[src/core/prescaled_reload_timer_consts.vh]
// constants for the prescaled reload timer
// assumes 8-bit registers, one per aligned apb word
`ifndef PRESCALED_RELOAD_TIMER_CONSTS_VH
`define PRESCALED_RELOAD_TIMER_CONSTS_VH
// register indices, byte address is four times
`define IDX_IRQ_STATUS   6'h04
`define IDX_IRQ_MASK     6'h05
`define IDX_CONTROL      6'h0c
`define IDX_STATUS       6'h0d
`define IDX_DEMOD        6'h19
`define IDX_MODE         6'h2a
`define IDX_PRESCALE     6'h2b
`define IDX_RELOAD_HI    6'h2c
`define IDX_RELOAD_LO    6'h2d
`define IDX_COUNT_HI     6'h2e
`define IDX_COUNT_LO     6'h2f
// field positions
`define BIT_TIMER_IRQ    0
`define BIT_HALT         7
`define BIT_START        6
`define BIT_RUNNING      0
`define BIT_EVEN_DIV     4
`define BIT_MULTI_FRAME  3
`define BIT_AUTO_START   7
`define GATE_HI          6
`define GATE_LO          5
`define BIT_AUTO_RELOAD  4
`define DIV_HI_HI        3
`define DIV_HI_LO        0
// gate source codes
`define GATE_NONE        2'b00
`define GATE_MULTIFUNCTION_INPUT_PIN        2'b01
`define GATE_AUX         2'b10
// reset values
`define RST_BYTE         8'h00
`define RST_COUNT        16'h0000
// timing: reference and system clock in khz
`define REF_KHZ          64'd13560
`define CLK_KHZ          64'd250000
`define ACC_BITS         24
`endif

[src/core/prescaled_reload_timer.v]
// prescaled 16-bit reload down-counter with apb register access
// assumes mclk_in at 250 mhz, protocol strobes on mclk_in domain,
// gate pins asynchronous
//
// Chosen here: register access over APB.
`timescale 1ns/1ps
`default_nettype none
`include "prescaled_reload_timer_consts.vh"

// Functional notes
// divider value is high nibble above low byte, 12 bits.
// even select clear: tick rate is 13.56 mhz over 2p+1.
// even select set: tick rate is 13.56 mhz over 2p+2.
// even select resets to zero, odd formula by default.
// reload value is two writable bytes, both reset to zero.
// every start event loads the counter from the reload value.
// reload writes while running take effect at next start or next auto reload.
// counter value readable as two read-only bytes.
// auto start at transmit end; stop at 5th bit unless multi-frame.
// auto reload set: reload and keep counting instead of stopping.
// auto reload clear: count to zero then raise timer flag.
// gate field 00 none, 01 multifunction pin, 10 auxiliary pin.
// count decrements once per prescaler tick while running and gated.
module prescaled_reload_timer (
   input  wire        mclk_in,
   input  wire        rst_in,
   input  wire        psel_in,
   input  wire        penable_in,
   input  wire        pwrite_in,
   input  wire [7:0]  paddr_in,
   input  wire [31:0] pwdata_in,
   output reg  [31:0] prdata_out,
   output wire        pready_out,
   output wire        pslverr_out,
   input  wire        tx_end_in,
   input  wire        rx_fifth_bit_in,
   input  wire        multifunction_input_pin_in,
   input  wire        auxiliary_pin_one_in,
   output wire        irq_out
);

   localparam [63:0] ACC_INC_W =
      (`REF_KHZ << `ACC_BITS) / `CLK_KHZ;
   localparam [`ACC_BITS-1:0] ACC_INC = ACC_INC_W[`ACC_BITS-1:0];

   function [5:0] word_index;
      input [7:0] addr;
      begin
         word_index = addr[7:2];
      end
   endfunction

   function mapped;
      input [7:0] addr;
      reg   [5:0] idx;
      begin
         idx = addr[7:2];
         mapped = (addr[1:0] == 2'b00) &&
                  (idx == `IDX_IRQ_STATUS || idx == `IDX_IRQ_MASK ||
                   idx == `IDX_CONTROL || idx == `IDX_STATUS ||
                   idx == `IDX_DEMOD || idx == `IDX_MODE ||
                   idx == `IDX_PRESCALE || idx == `IDX_RELOAD_HI ||
                   idx == `IDX_RELOAD_LO || idx == `IDX_COUNT_HI ||
                   idx == `IDX_COUNT_LO);
      end
   endfunction

   // register state
   reg [7:0]  mode_q;
   reg [7:0]  divider_low_byte_q;
   reg [7:0]  demod_q;
   reg [7:0]  reload_upper_byte_q;
   reg [7:0]  reload_lower_byte_q;
   reg        irq_status_q;
   reg        irq_mask_q;
   reg [15:0] count_q;
   reg [15:0] count_d;
   reg        running_q;
   reg        running_d;
   reg [`ACC_BITS-1:0] acc_q;
   reg        ref_tick_q;
   reg [12:0] pre_q;
   reg        tick_q;
   reg [1:0]  multifunction_input_pin_sync_q;
   reg [1:0]  aux_sync_q;

   wire [5:0]  idx;
   wire        setup_ph;
   wire        access_ph;
   wire        wr;
   wire        ok;
   wire [7:0]  wbyte;
   wire        protocol_auto_start;
   wire [1:0]  gate_source_select;
   wire        auto_reload_enable;
   wire [3:0]  divider_high_nibble;
   wire [11:0] divider_value;
   wire        even_division_select;
   wire        multi_frame_receive;
   wire [12:0] divisor_last;
   wire [`ACC_BITS:0] acc_sum;
   wire        sw_start;
   wire        immediate_halt;
   wire        start_evt;
   wire        stop_evt;
   wire        gate_open;
   wire        timer_interrupt_flag;
   wire        irq_clr;

   assign idx       = word_index(paddr_in);
   assign setup_ph  = psel_in & ~penable_in;
   assign access_ph = psel_in & penable_in;
   assign ok        = mapped(paddr_in);
   assign wr        = access_ph & pwrite_in & ok;
   assign wbyte     = pwdata_in[7:0];

   // zero wait state slave, error on unmapped address
   assign pready_out  = 1'b1;
   assign pslverr_out = access_ph & ~ok;

   // mode and demod fields
   assign protocol_auto_start = mode_q[`BIT_AUTO_START];
   assign gate_source_select  = mode_q[`GATE_HI:`GATE_LO];
   assign auto_reload_enable  = mode_q[`BIT_AUTO_RELOAD];
   assign divider_high_nibble = mode_q[`DIV_HI_HI:`DIV_HI_LO];
   assign even_division_select = demod_q[`BIT_EVEN_DIV];
   assign multi_frame_receive  = demod_q[`BIT_MULTI_FRAME];

   assign divider_value = {divider_high_nibble,
                           divider_low_byte_q};
   // last count of reference divider: 2p or 2p+1
   assign divisor_last = even_division_select ?
      {divider_value, 1'b1} :
      {divider_value, 1'b0};

   // control register write strobes
   assign sw_start = wr & (idx == `IDX_CONTROL) &
                     wbyte[`BIT_START];
   assign immediate_halt = wr & (idx == `IDX_CONTROL) &
                           wbyte[`BIT_HALT];
   assign start_evt = sw_start |
                      (protocol_auto_start & tx_end_in);
   assign stop_evt  = immediate_halt |
      (protocol_auto_start & ~multi_frame_receive &
       rx_fifth_bit_in);

   // gate source selection
   assign gate_open =
      (gate_source_select == `GATE_MULTIFUNCTION_INPUT_PIN) ? multifunction_input_pin_sync_q[1] :
      (gate_source_select == `GATE_AUX)  ? aux_sync_q[1] :
      1'b1;

   assign acc_sum = {1'b0, acc_q} + {1'b0, ACC_INC};

   // gate pin synchronisers
   always @(posedge mclk_in) begin
      if (rst_in) begin
         multifunction_input_pin_sync_q <= 2'b00;
         aux_sync_q  <= 2'b00;
      end else begin
         multifunction_input_pin_sync_q <= {multifunction_input_pin_sync_q[0], multifunction_input_pin_in};
         aux_sync_q  <= {aux_sync_q[0], auxiliary_pin_one_in};
      end
   end

   // 13.56 mhz reference from fractional accumulator
   always @(posedge mclk_in) begin
      if (rst_in) begin
         acc_q      <= {`ACC_BITS{1'b0}};
         ref_tick_q <= 1'b0;
      end else begin
         acc_q      <= acc_sum[`ACC_BITS-1:0];
         ref_tick_q <= acc_sum[`ACC_BITS];
      end
   end

   // prescaler, restarts with each start event
   always @(posedge mclk_in) begin
      if (rst_in) begin
         pre_q  <= 13'h0000;
         tick_q <= 1'b0;
      end else if (start_evt) begin
         pre_q  <= 13'h0000;
         tick_q <= 1'b0;
      end else if (ref_tick_q) begin
         if (pre_q >= divisor_last) begin
            pre_q  <= 13'h0000;
            tick_q <= 1'b1;
         end else begin
            pre_q  <= pre_q + 13'h0001;
            tick_q <= 1'b0;
         end
      end else begin
         tick_q <= 1'b0;
      end
   end

   // down-counter next state
   assign timer_interrupt_flag = running_q & tick_q & gate_open &
      (count_q <= 16'h0001) & ~auto_reload_enable & ~start_evt &
      ~stop_evt;
   always @* begin
      count_d   = count_q;
      running_d = running_q;
      if (start_evt) begin
         count_d   = {reload_upper_byte_q,
                      reload_lower_byte_q};
         running_d = 1'b1;
      end else if (stop_evt) begin
         running_d = 1'b0;
      end else if (running_q & tick_q & gate_open) begin
         if (count_q <= 16'h0001) begin
            if (auto_reload_enable) begin
               count_d = {reload_upper_byte_q,
                          reload_lower_byte_q};
            end else begin
               count_d   = 16'h0000;
               running_d = 1'b0;
            end
         end else begin
            count_d = count_q - 16'h0001;
         end
      end
   end

   always @(posedge mclk_in) begin
      if (rst_in) begin
         count_q   <= `RST_COUNT;
         running_q <= 1'b0;
      end else begin
         count_q   <= count_d;
         running_q <= running_d;
      end
   end

   // writable registers
   always @(posedge mclk_in) begin
      if (rst_in) begin
         mode_q              <= `RST_BYTE;
         divider_low_byte_q  <= `RST_BYTE;
         demod_q             <= `RST_BYTE;
         reload_upper_byte_q <= `RST_BYTE;
         reload_lower_byte_q <= `RST_BYTE;
         irq_mask_q          <= 1'b0;
      end else if (wr) begin
         case (idx)
            `IDX_MODE:      mode_q <= wbyte;
            `IDX_PRESCALE:  divider_low_byte_q <= wbyte;
            `IDX_DEMOD:     demod_q <= wbyte;
            `IDX_RELOAD_HI: reload_upper_byte_q <= wbyte;
            `IDX_RELOAD_LO: reload_lower_byte_q <= wbyte;
            `IDX_IRQ_MASK:  irq_mask_q <= wbyte[`BIT_TIMER_IRQ];
            default: ;
         endcase
      end
   end

   // sticky timer flag, write one clears, event wins
   assign irq_clr = wr & (idx == `IDX_IRQ_STATUS) &
                    wbyte[`BIT_TIMER_IRQ];
   always @(posedge mclk_in) begin
      if (rst_in) begin
         irq_status_q <= 1'b0;
      end else if (timer_interrupt_flag) begin
         irq_status_q <= 1'b1;
      end else if (irq_clr) begin
         irq_status_q <= 1'b0;
      end
   end

   assign irq_out = irq_status_q & irq_mask_q;

   // read data captured in the setup phase
   always @(posedge mclk_in) begin
      if (rst_in) begin
         prdata_out <= 32'h0000_0000;
      end else if (setup_ph) begin
         prdata_out <= 32'h0000_0000;
         if (!pwrite_in && paddr_in[1:0] == 2'b00) begin
            case (idx)
               `IDX_IRQ_STATUS: prdata_out[0] <= irq_status_q;
               `IDX_IRQ_MASK:   prdata_out[0] <= irq_mask_q;
               `IDX_STATUS:     prdata_out[0] <= running_q;
               `IDX_DEMOD:      prdata_out[7:0] <= demod_q;
               `IDX_MODE:       prdata_out[7:0] <= mode_q;
               `IDX_PRESCALE:
                  prdata_out[7:0] <= divider_low_byte_q;
               `IDX_RELOAD_HI:
                  prdata_out[7:0] <= reload_upper_byte_q;
               `IDX_RELOAD_LO:
                  prdata_out[7:0] <= reload_lower_byte_q;
               `IDX_COUNT_HI:
                  prdata_out[7:0] <= count_q[15:8];
               `IDX_COUNT_LO:
                  prdata_out[7:0] <= count_q[7:0];
               default: prdata_out <= 32'h0000_0000;
            endcase
         end
      end
   end

endmodule // prescaled_reload_timer
`default_nettype wire

[config.mk]
export PLATFORM = sky130hd
export DESIGN_NAME = prescaled_reload_timer
export DESIGN_NICKNAME = d
export VERILOG_FILES = /design/src/core/prescaled_reload_timer.v
export VERILOG_INCLUDE_DIRS = /design/src /design/src/core
export SDC_FILE = /design/constraint.sdc
export NUM_CORES = 1
export LEC_CHECK = 0
export BUFFER_PORTS_ARGS = -buffer_cell sky130_fd_sc_hd__buf_2
export CAP_MARGIN = 0
export CORE_MARGIN = 4
export CORE_UTILIZATION = 52
export DETAILED_ROUTE_END_ITERATION = 7
export GPL_ROUTABILITY_DRIVEN = 0
export PLACE_DENSITY = 0.83
export SLEW_MARGIN = 20
export SYNTH_ARGS = -nofsm -noshare
export SYNTH_HDL_FRONTEND = slang
export SYNTH_SLANG_ARGS = --single-unit
[constraint.sdc]
create_clock -name mclk_in -period 2.45 [get_ports mclk_in]
set_input_delay 0.49 -clock mclk_in [delete_from_list [all_inputs] [get_ports mclk_in]]
set_output_delay 0.49 -clock mclk_in [all_outputs]
set_load 0.02 [all_outputs]
# Word level (Yosys, flattened, before mapping)
# Cells that the tools add are included.
[totals] latch_bits=0 input_bits=49 register_bits=134 mem_bits_ro=0 out_inout_bits=35 ramBits=0 word_cells=113 mem_count=0
[classes] bitwise=29 eq_ne=15 muxes=20 n_shift=0 n_mul=0 n_lt_le_gt_ge=2 reduce_logical=28 add_sub_neg=3 n_div=0
[op_table] op="$mux W16" n=5
[op_table] op="$pmux W7 S7" n=1
[op_table] op="$eq A6 B6 Y1 const B" n=6
[op_table] op="$add A24 B20 Y25 const B" n=1
[op_table] op="$and A1 B1 Y1" n=20
[op_table] op="$le A16 B1 Y1 const B" n=1
[op_table] op="$sub A16 B1 Y16 const B" n=1
[op_table] op="$reduce_and A2 Y1" n=7
[op_table] op="$add A13 B1 Y13 const B" n=1
[op_table] op="$ge A13 B13 Y1" n=1
[op_table] op="$mux W13" n=1
[op_table] op="$eq A6 B3 Y1 const B" n=2
[op_table] op="$eq A6 B4 Y1 const B" n=2
[op_table] op="$mux W1" n=11
[op_table] op="$logic_or A1 B1 Y1" n=10
[op_table] op="$pmux W1 S10" n=1
[op_table] op="$mux W8" n=1
[op_table] op="$not A1 Y1" n=7
[op_table] op="$eq A6 B5 Y1 const B" n=1
[op_table] op="$reduce_bool A3 Y1" n=2
[op_table] op="$reduce_bool A2 Y1" n=2
[op_table] op="$ne A3 B1 Y1 const B" n=1
[op_table] op="$reduce_and A3 Y1" n=1
[op_table] op="$reduce_or A3 Y1" n=1
[op_table] op="8 further kinds" n=10

# Longest topological paths before layout
[depth] ltp_word=20 ltp_mapped=10 depth_no_buf=8

# Least setup slack after synthesis
# OpenSTA, ideal clock, no wires.
[synth_timing] kind="input-to-reg" start="input paddr_in[3]" end="register count_q[14]" n_path_buf=1 setup_ps=116 path_stages=7 t_arrival_ps=2276 required_ps=2334 setup_slack_ps=57 cell_sequence="buf_6 > or4b_4 > and4b_2 > a211oi_4 > or3_1 > nor3b_1 > a41o_1"
[synth_between] elab_chain_cells=18 elab_cells_between_ends=32 cone_classes="eq/ne: 12; mux: 1; bitwise: 6; reduce/logical: 13"
[synth_lines] item="from (decl)" line="prescaled_reload_timer.v:30" source="input wire [7:0] paddr_in,"
[synth_lines] item="$eq A6 B3 Y1"
[synth_lines] item="$logic_or A1 B1 Y1 (no line) (10 in a row)"
[synth_lines] item="$logic_and A1 B1 Y1" line="prescaled_reload_timer.v:58" source="mapped = (addr[1:0] == 2'b00) &&"
[synth_lines] item="$and A1 B1 Y1" line="prescaled_reload_timer.v:114" source="assign wr = access_ph & pwrite_in & ok;"
[synth_lines] item="$and A1 B1 Y1 *" line="prescaled_reload_timer.v:137, prescaled_reload_timer.v:139"
[synth_lines] item="$and A1 B1 Y1 (on tied branches)" line="prescaled_reload_timer.v:137, prescaled_reload_timer.v:139"
[synth_lines] item="$or A1 B1 Y1 (on tied branches)" line="prescaled_reload_timer.v:141, prescaled_reload_timer.v:143"
[synth_lines] item="$ne A2 B2 Y1 (no line) / $reduce_bool A2 Y1 (equally long branches)"
[synth_lines] item="$reduce_and A2 Y1 (no line)"
[synth_lines] item="to (signal assigned)" line="prescaled_reload_timer.v:228" source="count_q <= `RST_COUNT;"
[synth_lines] item="to (signal assigned)" line="prescaled_reload_timer.v:231" source="count_q <= count_d;"
[synth_lines] item="to (decl)" line="prescaled_reload_timer.v:76" source="reg [15:0] count_q;"
# Mark *: on every way between the ends. The rest lies on a longest branch, timed or not.
# A chain may end at the register's enable or synchronous reset.

# Worst setup path after layout
[layout_timing] start="register divider_low_byte_q[5]" end="register pre_q[10]"
[layout_between] elab_chain_cells=2
[layout_lines] item="from (decl)" line="prescaled_reload_timer.v:70" source="reg [7:0] divider_low_byte_q;"
[layout_lines] item="from (signal assigned)" line="prescaled_reload_timer.v:240" source="divider_low_byte_q <= `RST_BYTE;"
[layout_lines] item="from (signal assigned)" line="prescaled_reload_timer.v:248" source="`IDX_PRESCALE: divider_low_byte_q <= wbyte;"
[layout_lines] item="$ge A13 B13 Y1" line="prescaled_reload_timer.v:186" source="if (pre_q >= divisor_last) begin"
[layout_lines] item="$mux W13" line="prescaled_reload_timer.v:186"
[layout_lines] item="to (signal assigned)" line="prescaled_reload_timer.v:190" source="pre_q <= pre_q + 13'h0001;"
[layout_lines] item="to (decl)" line="prescaled_reload_timer.v:82" source="reg [12:0] pre_q;"
# Every way passes these cells.

==> impl_metrics.tcl <==
set metrics [dict create \
    status "completed" \
    rows 37 \
    synth.distinct_cells 61 \
    setup_viol 0 \
    yosysTopAreaCell "dfxtp_1" \
    crit_fanout 13 \
    routed_wl_um 13700 \
    async_flop_share_pct 0 \
    nets 774 \
    avgViaCountPerCell 5.91 \
    syn_area_um2 5600 \
    routedWlPerCell_um 16.2 \
    synthTopCellsByArea "dfxtp_1 39%, nor2_1 6.5%, mux2i_1 6.3%" \
    crit_arrival_ps 2510 \
    grt_remaining_overflow 0 \
    area_growth_pct 10.5 \
    cp.required_ps 2760 \
    clock_sinks 108 \
    dp.cells 833 \
    grt_pass1_wl_um 22400 \
    tightest_slew_ps 880 \
    reg2reg_slack_ps 260 \
    rsz0062_at_grt "no" \
    fin_crit_ps 2190 \
    vdd_ir_drop_max_v 0.000530 \
    ys_ff_latch 108 \
    place_ws_ps -18.6 \
    grtUsageTotal_pct 21.7 \
    cts.path.max_buffers 2 \
    initial_core_util_pct 53.8 \
    die_area_um2 12500 \
    cts_resized 0 \
    path_cells "inv_1, ha_1, a21o_1, a21o_1, a211o_1, a211oi_2, o21ai_0, buf_4, nor2_1" \
    cp-end-kind "flop" \
    yosysWarnings 0 \
    yosysSeqAreaShare_pct 38.6 \
    dp_hpwl_um 10400 \
    ctsHoldBuffers 0 \
    antenna_found_initial 0 \
    hold_viol 0 \
    cp_common_cell "a21o_1" \
    timing.final.ws_setup_ps 256 \
    grt_max_degree 38 \
    slew_violations 0 \
    die_w_um 112 \
    drt_iter0_markers 509 \
    crit_type "reg -> reg" \
    clk_latency_ps 380 \
    startpoint_type "flop" \
    synthCells 657 \
    vias 5010 \
    cts_setup_buffers 0 \
    layout-drive-gt1-share_pct 13.6 \
    syn_area_per_cell_um2 8.53 \
    finClkSkew_ps 17.0 \
    grt_pass1_vias 4655 \
    ys.flop_type "dfxtp_1" \
    drv_cap 0 \
    htreeDepth 3 \
    cts_tree "done" \
    instances_no_fill 848 \
    max_freq_mhz 456 \
    period_share_pct 89.6 \
    final_cell_area_um2 6190 \
    synth_top_area_share_pct 38.6 \
    synth_edf_count 0 \
    portBuffers 34 \
    cts_buffers 9 \
    io_pins 84 \
    max_stage_delay_ps 380 \
    powerDensity_nw_per_um2 524 \
    cpLargestDelayFamily "compound AO/OA/AOI/OAI gates" \
    fin_setup_tns_ps 0 \
    path_buf_inv 2 \
    min_path_type "in -> reg" \
    total_leakage_power_nw 2.46 \
    firstDrtPassIters 6 \
    timing.slew.headroom_pct 41.3 \
    worst_path_max_delay_cell "dfxtp_1" \
    yosysMostFrequentCell "dfxtp_1" \
    coreArea_um2 10400 \
    clk_pin_slew_worst_paths_ps 100 \
    clockRootBuffer "clkbuf_8" \
    fp.dieH_um 112 \
    ys_top_cells_by_count "108 x dfxtp_1, 97 x nor2_1, 60 x nand2_1" \
    drtAntennaViolNets 0 \
    num_antenna_cells 0 \
    drc 0 \
    placed_area_um2 6020 \
    finalPower_mw 3.25 \
]
==> flip-flops by register name, indices dropped and copies added, names as in the netlist, 2 cells and up <==
name                            flops
count_q                            16
demod_q                             8
divider_low_byte_q                  8
acc_q                              22
reload_upper_byte_q                 8
prdata_out                          8
aux_sync_q                          2
pre_q                              13
reload_lower_byte_q                 8
mode_q                              8
multifunction_input_pin_sync_q      2
==> final timing paths <==
path | to | from | cells after the start
max reg2reg | pre_q[10] | divider_low_byte_q[5] | 9
max | pre_q[10] | divider_low_byte_q[5] | 9
min | multifunction_input_pin_sync_q[0] | multifunction_input_pin_in | 2
min reg2reg | acc_q[2] | acc_q[2] | 1
==> layer usage <==
layer / vias to the layer above / wire length, um / part of all wire, % / global-route usage, %
met1: 2387 / 5660 / 41 / 26.4
met5: - / 0 / 0 / 0
li1: 2387 / - / - / -
met2: 211 / 6590 / 48 / 37.6
met4: 0 / 383 / 2.8 / 8.60
met3: 25 / 1070 / 7.8 / 4.02
==> report_power, final <==
| group | internal [mW] | leakage, nW | total, mW | switching, mW |
|---|---|---|---|---|
| Clock | 0.391 | 0.0852 | 0.969 | 0.578 |
| Combinational | 0.146 | 1.50 | 0.373 | 0.226 |
| Sequential | 1.83 | 0.876 | 1.90 | 0.0768 |
| Total | 2.37 | 2.46 | 3.25 | 0.881 |
==> stage by stage <==
step / hold WS, ps / utilization (%)
2_1_floorplan: 413 / -
3_3_place_gp: 427 / 57.8
3_5_place_dp: 440 / 57.8
4_1_cts: 320 / 59.4
5_1_grt: 334 / 59.4
6_report: 329 / 59.4
==> cell type report <==
cell class | count | area, um^2
Tap cell | 136 | 170
Clock inverter | 4 | 26.3
Clock buffer | 11 | 141
Inverter | 21 | 78.8
Sequential cell | 108 | 2160
Fill cell | 899 | 4220
Multi-Input combinational cell | 500 | 3140
Timing Repair Buffer | 68 | 475
==> cells by family (layout without fill, tap and decap cells) <==
family          Yosys count  count (layout)  synth area share [%]
buf+inv                  72             104                  7.08
compound gates          123             123                  16.2
xor+xnor                 30              30                  4.69
other cells               2              25                 0.134
flops                   108             108                  38.6
mux                      37              37                  6.65
fa+ha+maj                17              17                  3.80
simple gates            268             268                  22.8
==> cells in the final DEF (no fill, tap or decap), drive strengths merged, types with 5 or more instances in the layout <==
cell	Yosys	final
nor2b	10	10
inv	21	21
xnor2	8	8
nand2	61	61
a22oi	13	13
conb	2	25
a221oi	14	14
a21o	9	9
and2	5	5
nor2	98	98
ha	17	17
a222oi	7	7
o21ai	22	22
a211oi	9	9
nor3b	6	6
nor4	7	7
nand4	6	6
clkbuf	15	11
nor3	30	30
a21oi	22	22
and3	7	7
dfxtp	108	108
nand2b	7	7
mux2i	35	35
xor2	22	22
buf	36	68
nand3	14	14
No activity file was read; power rests on OpenSTA's default activity.
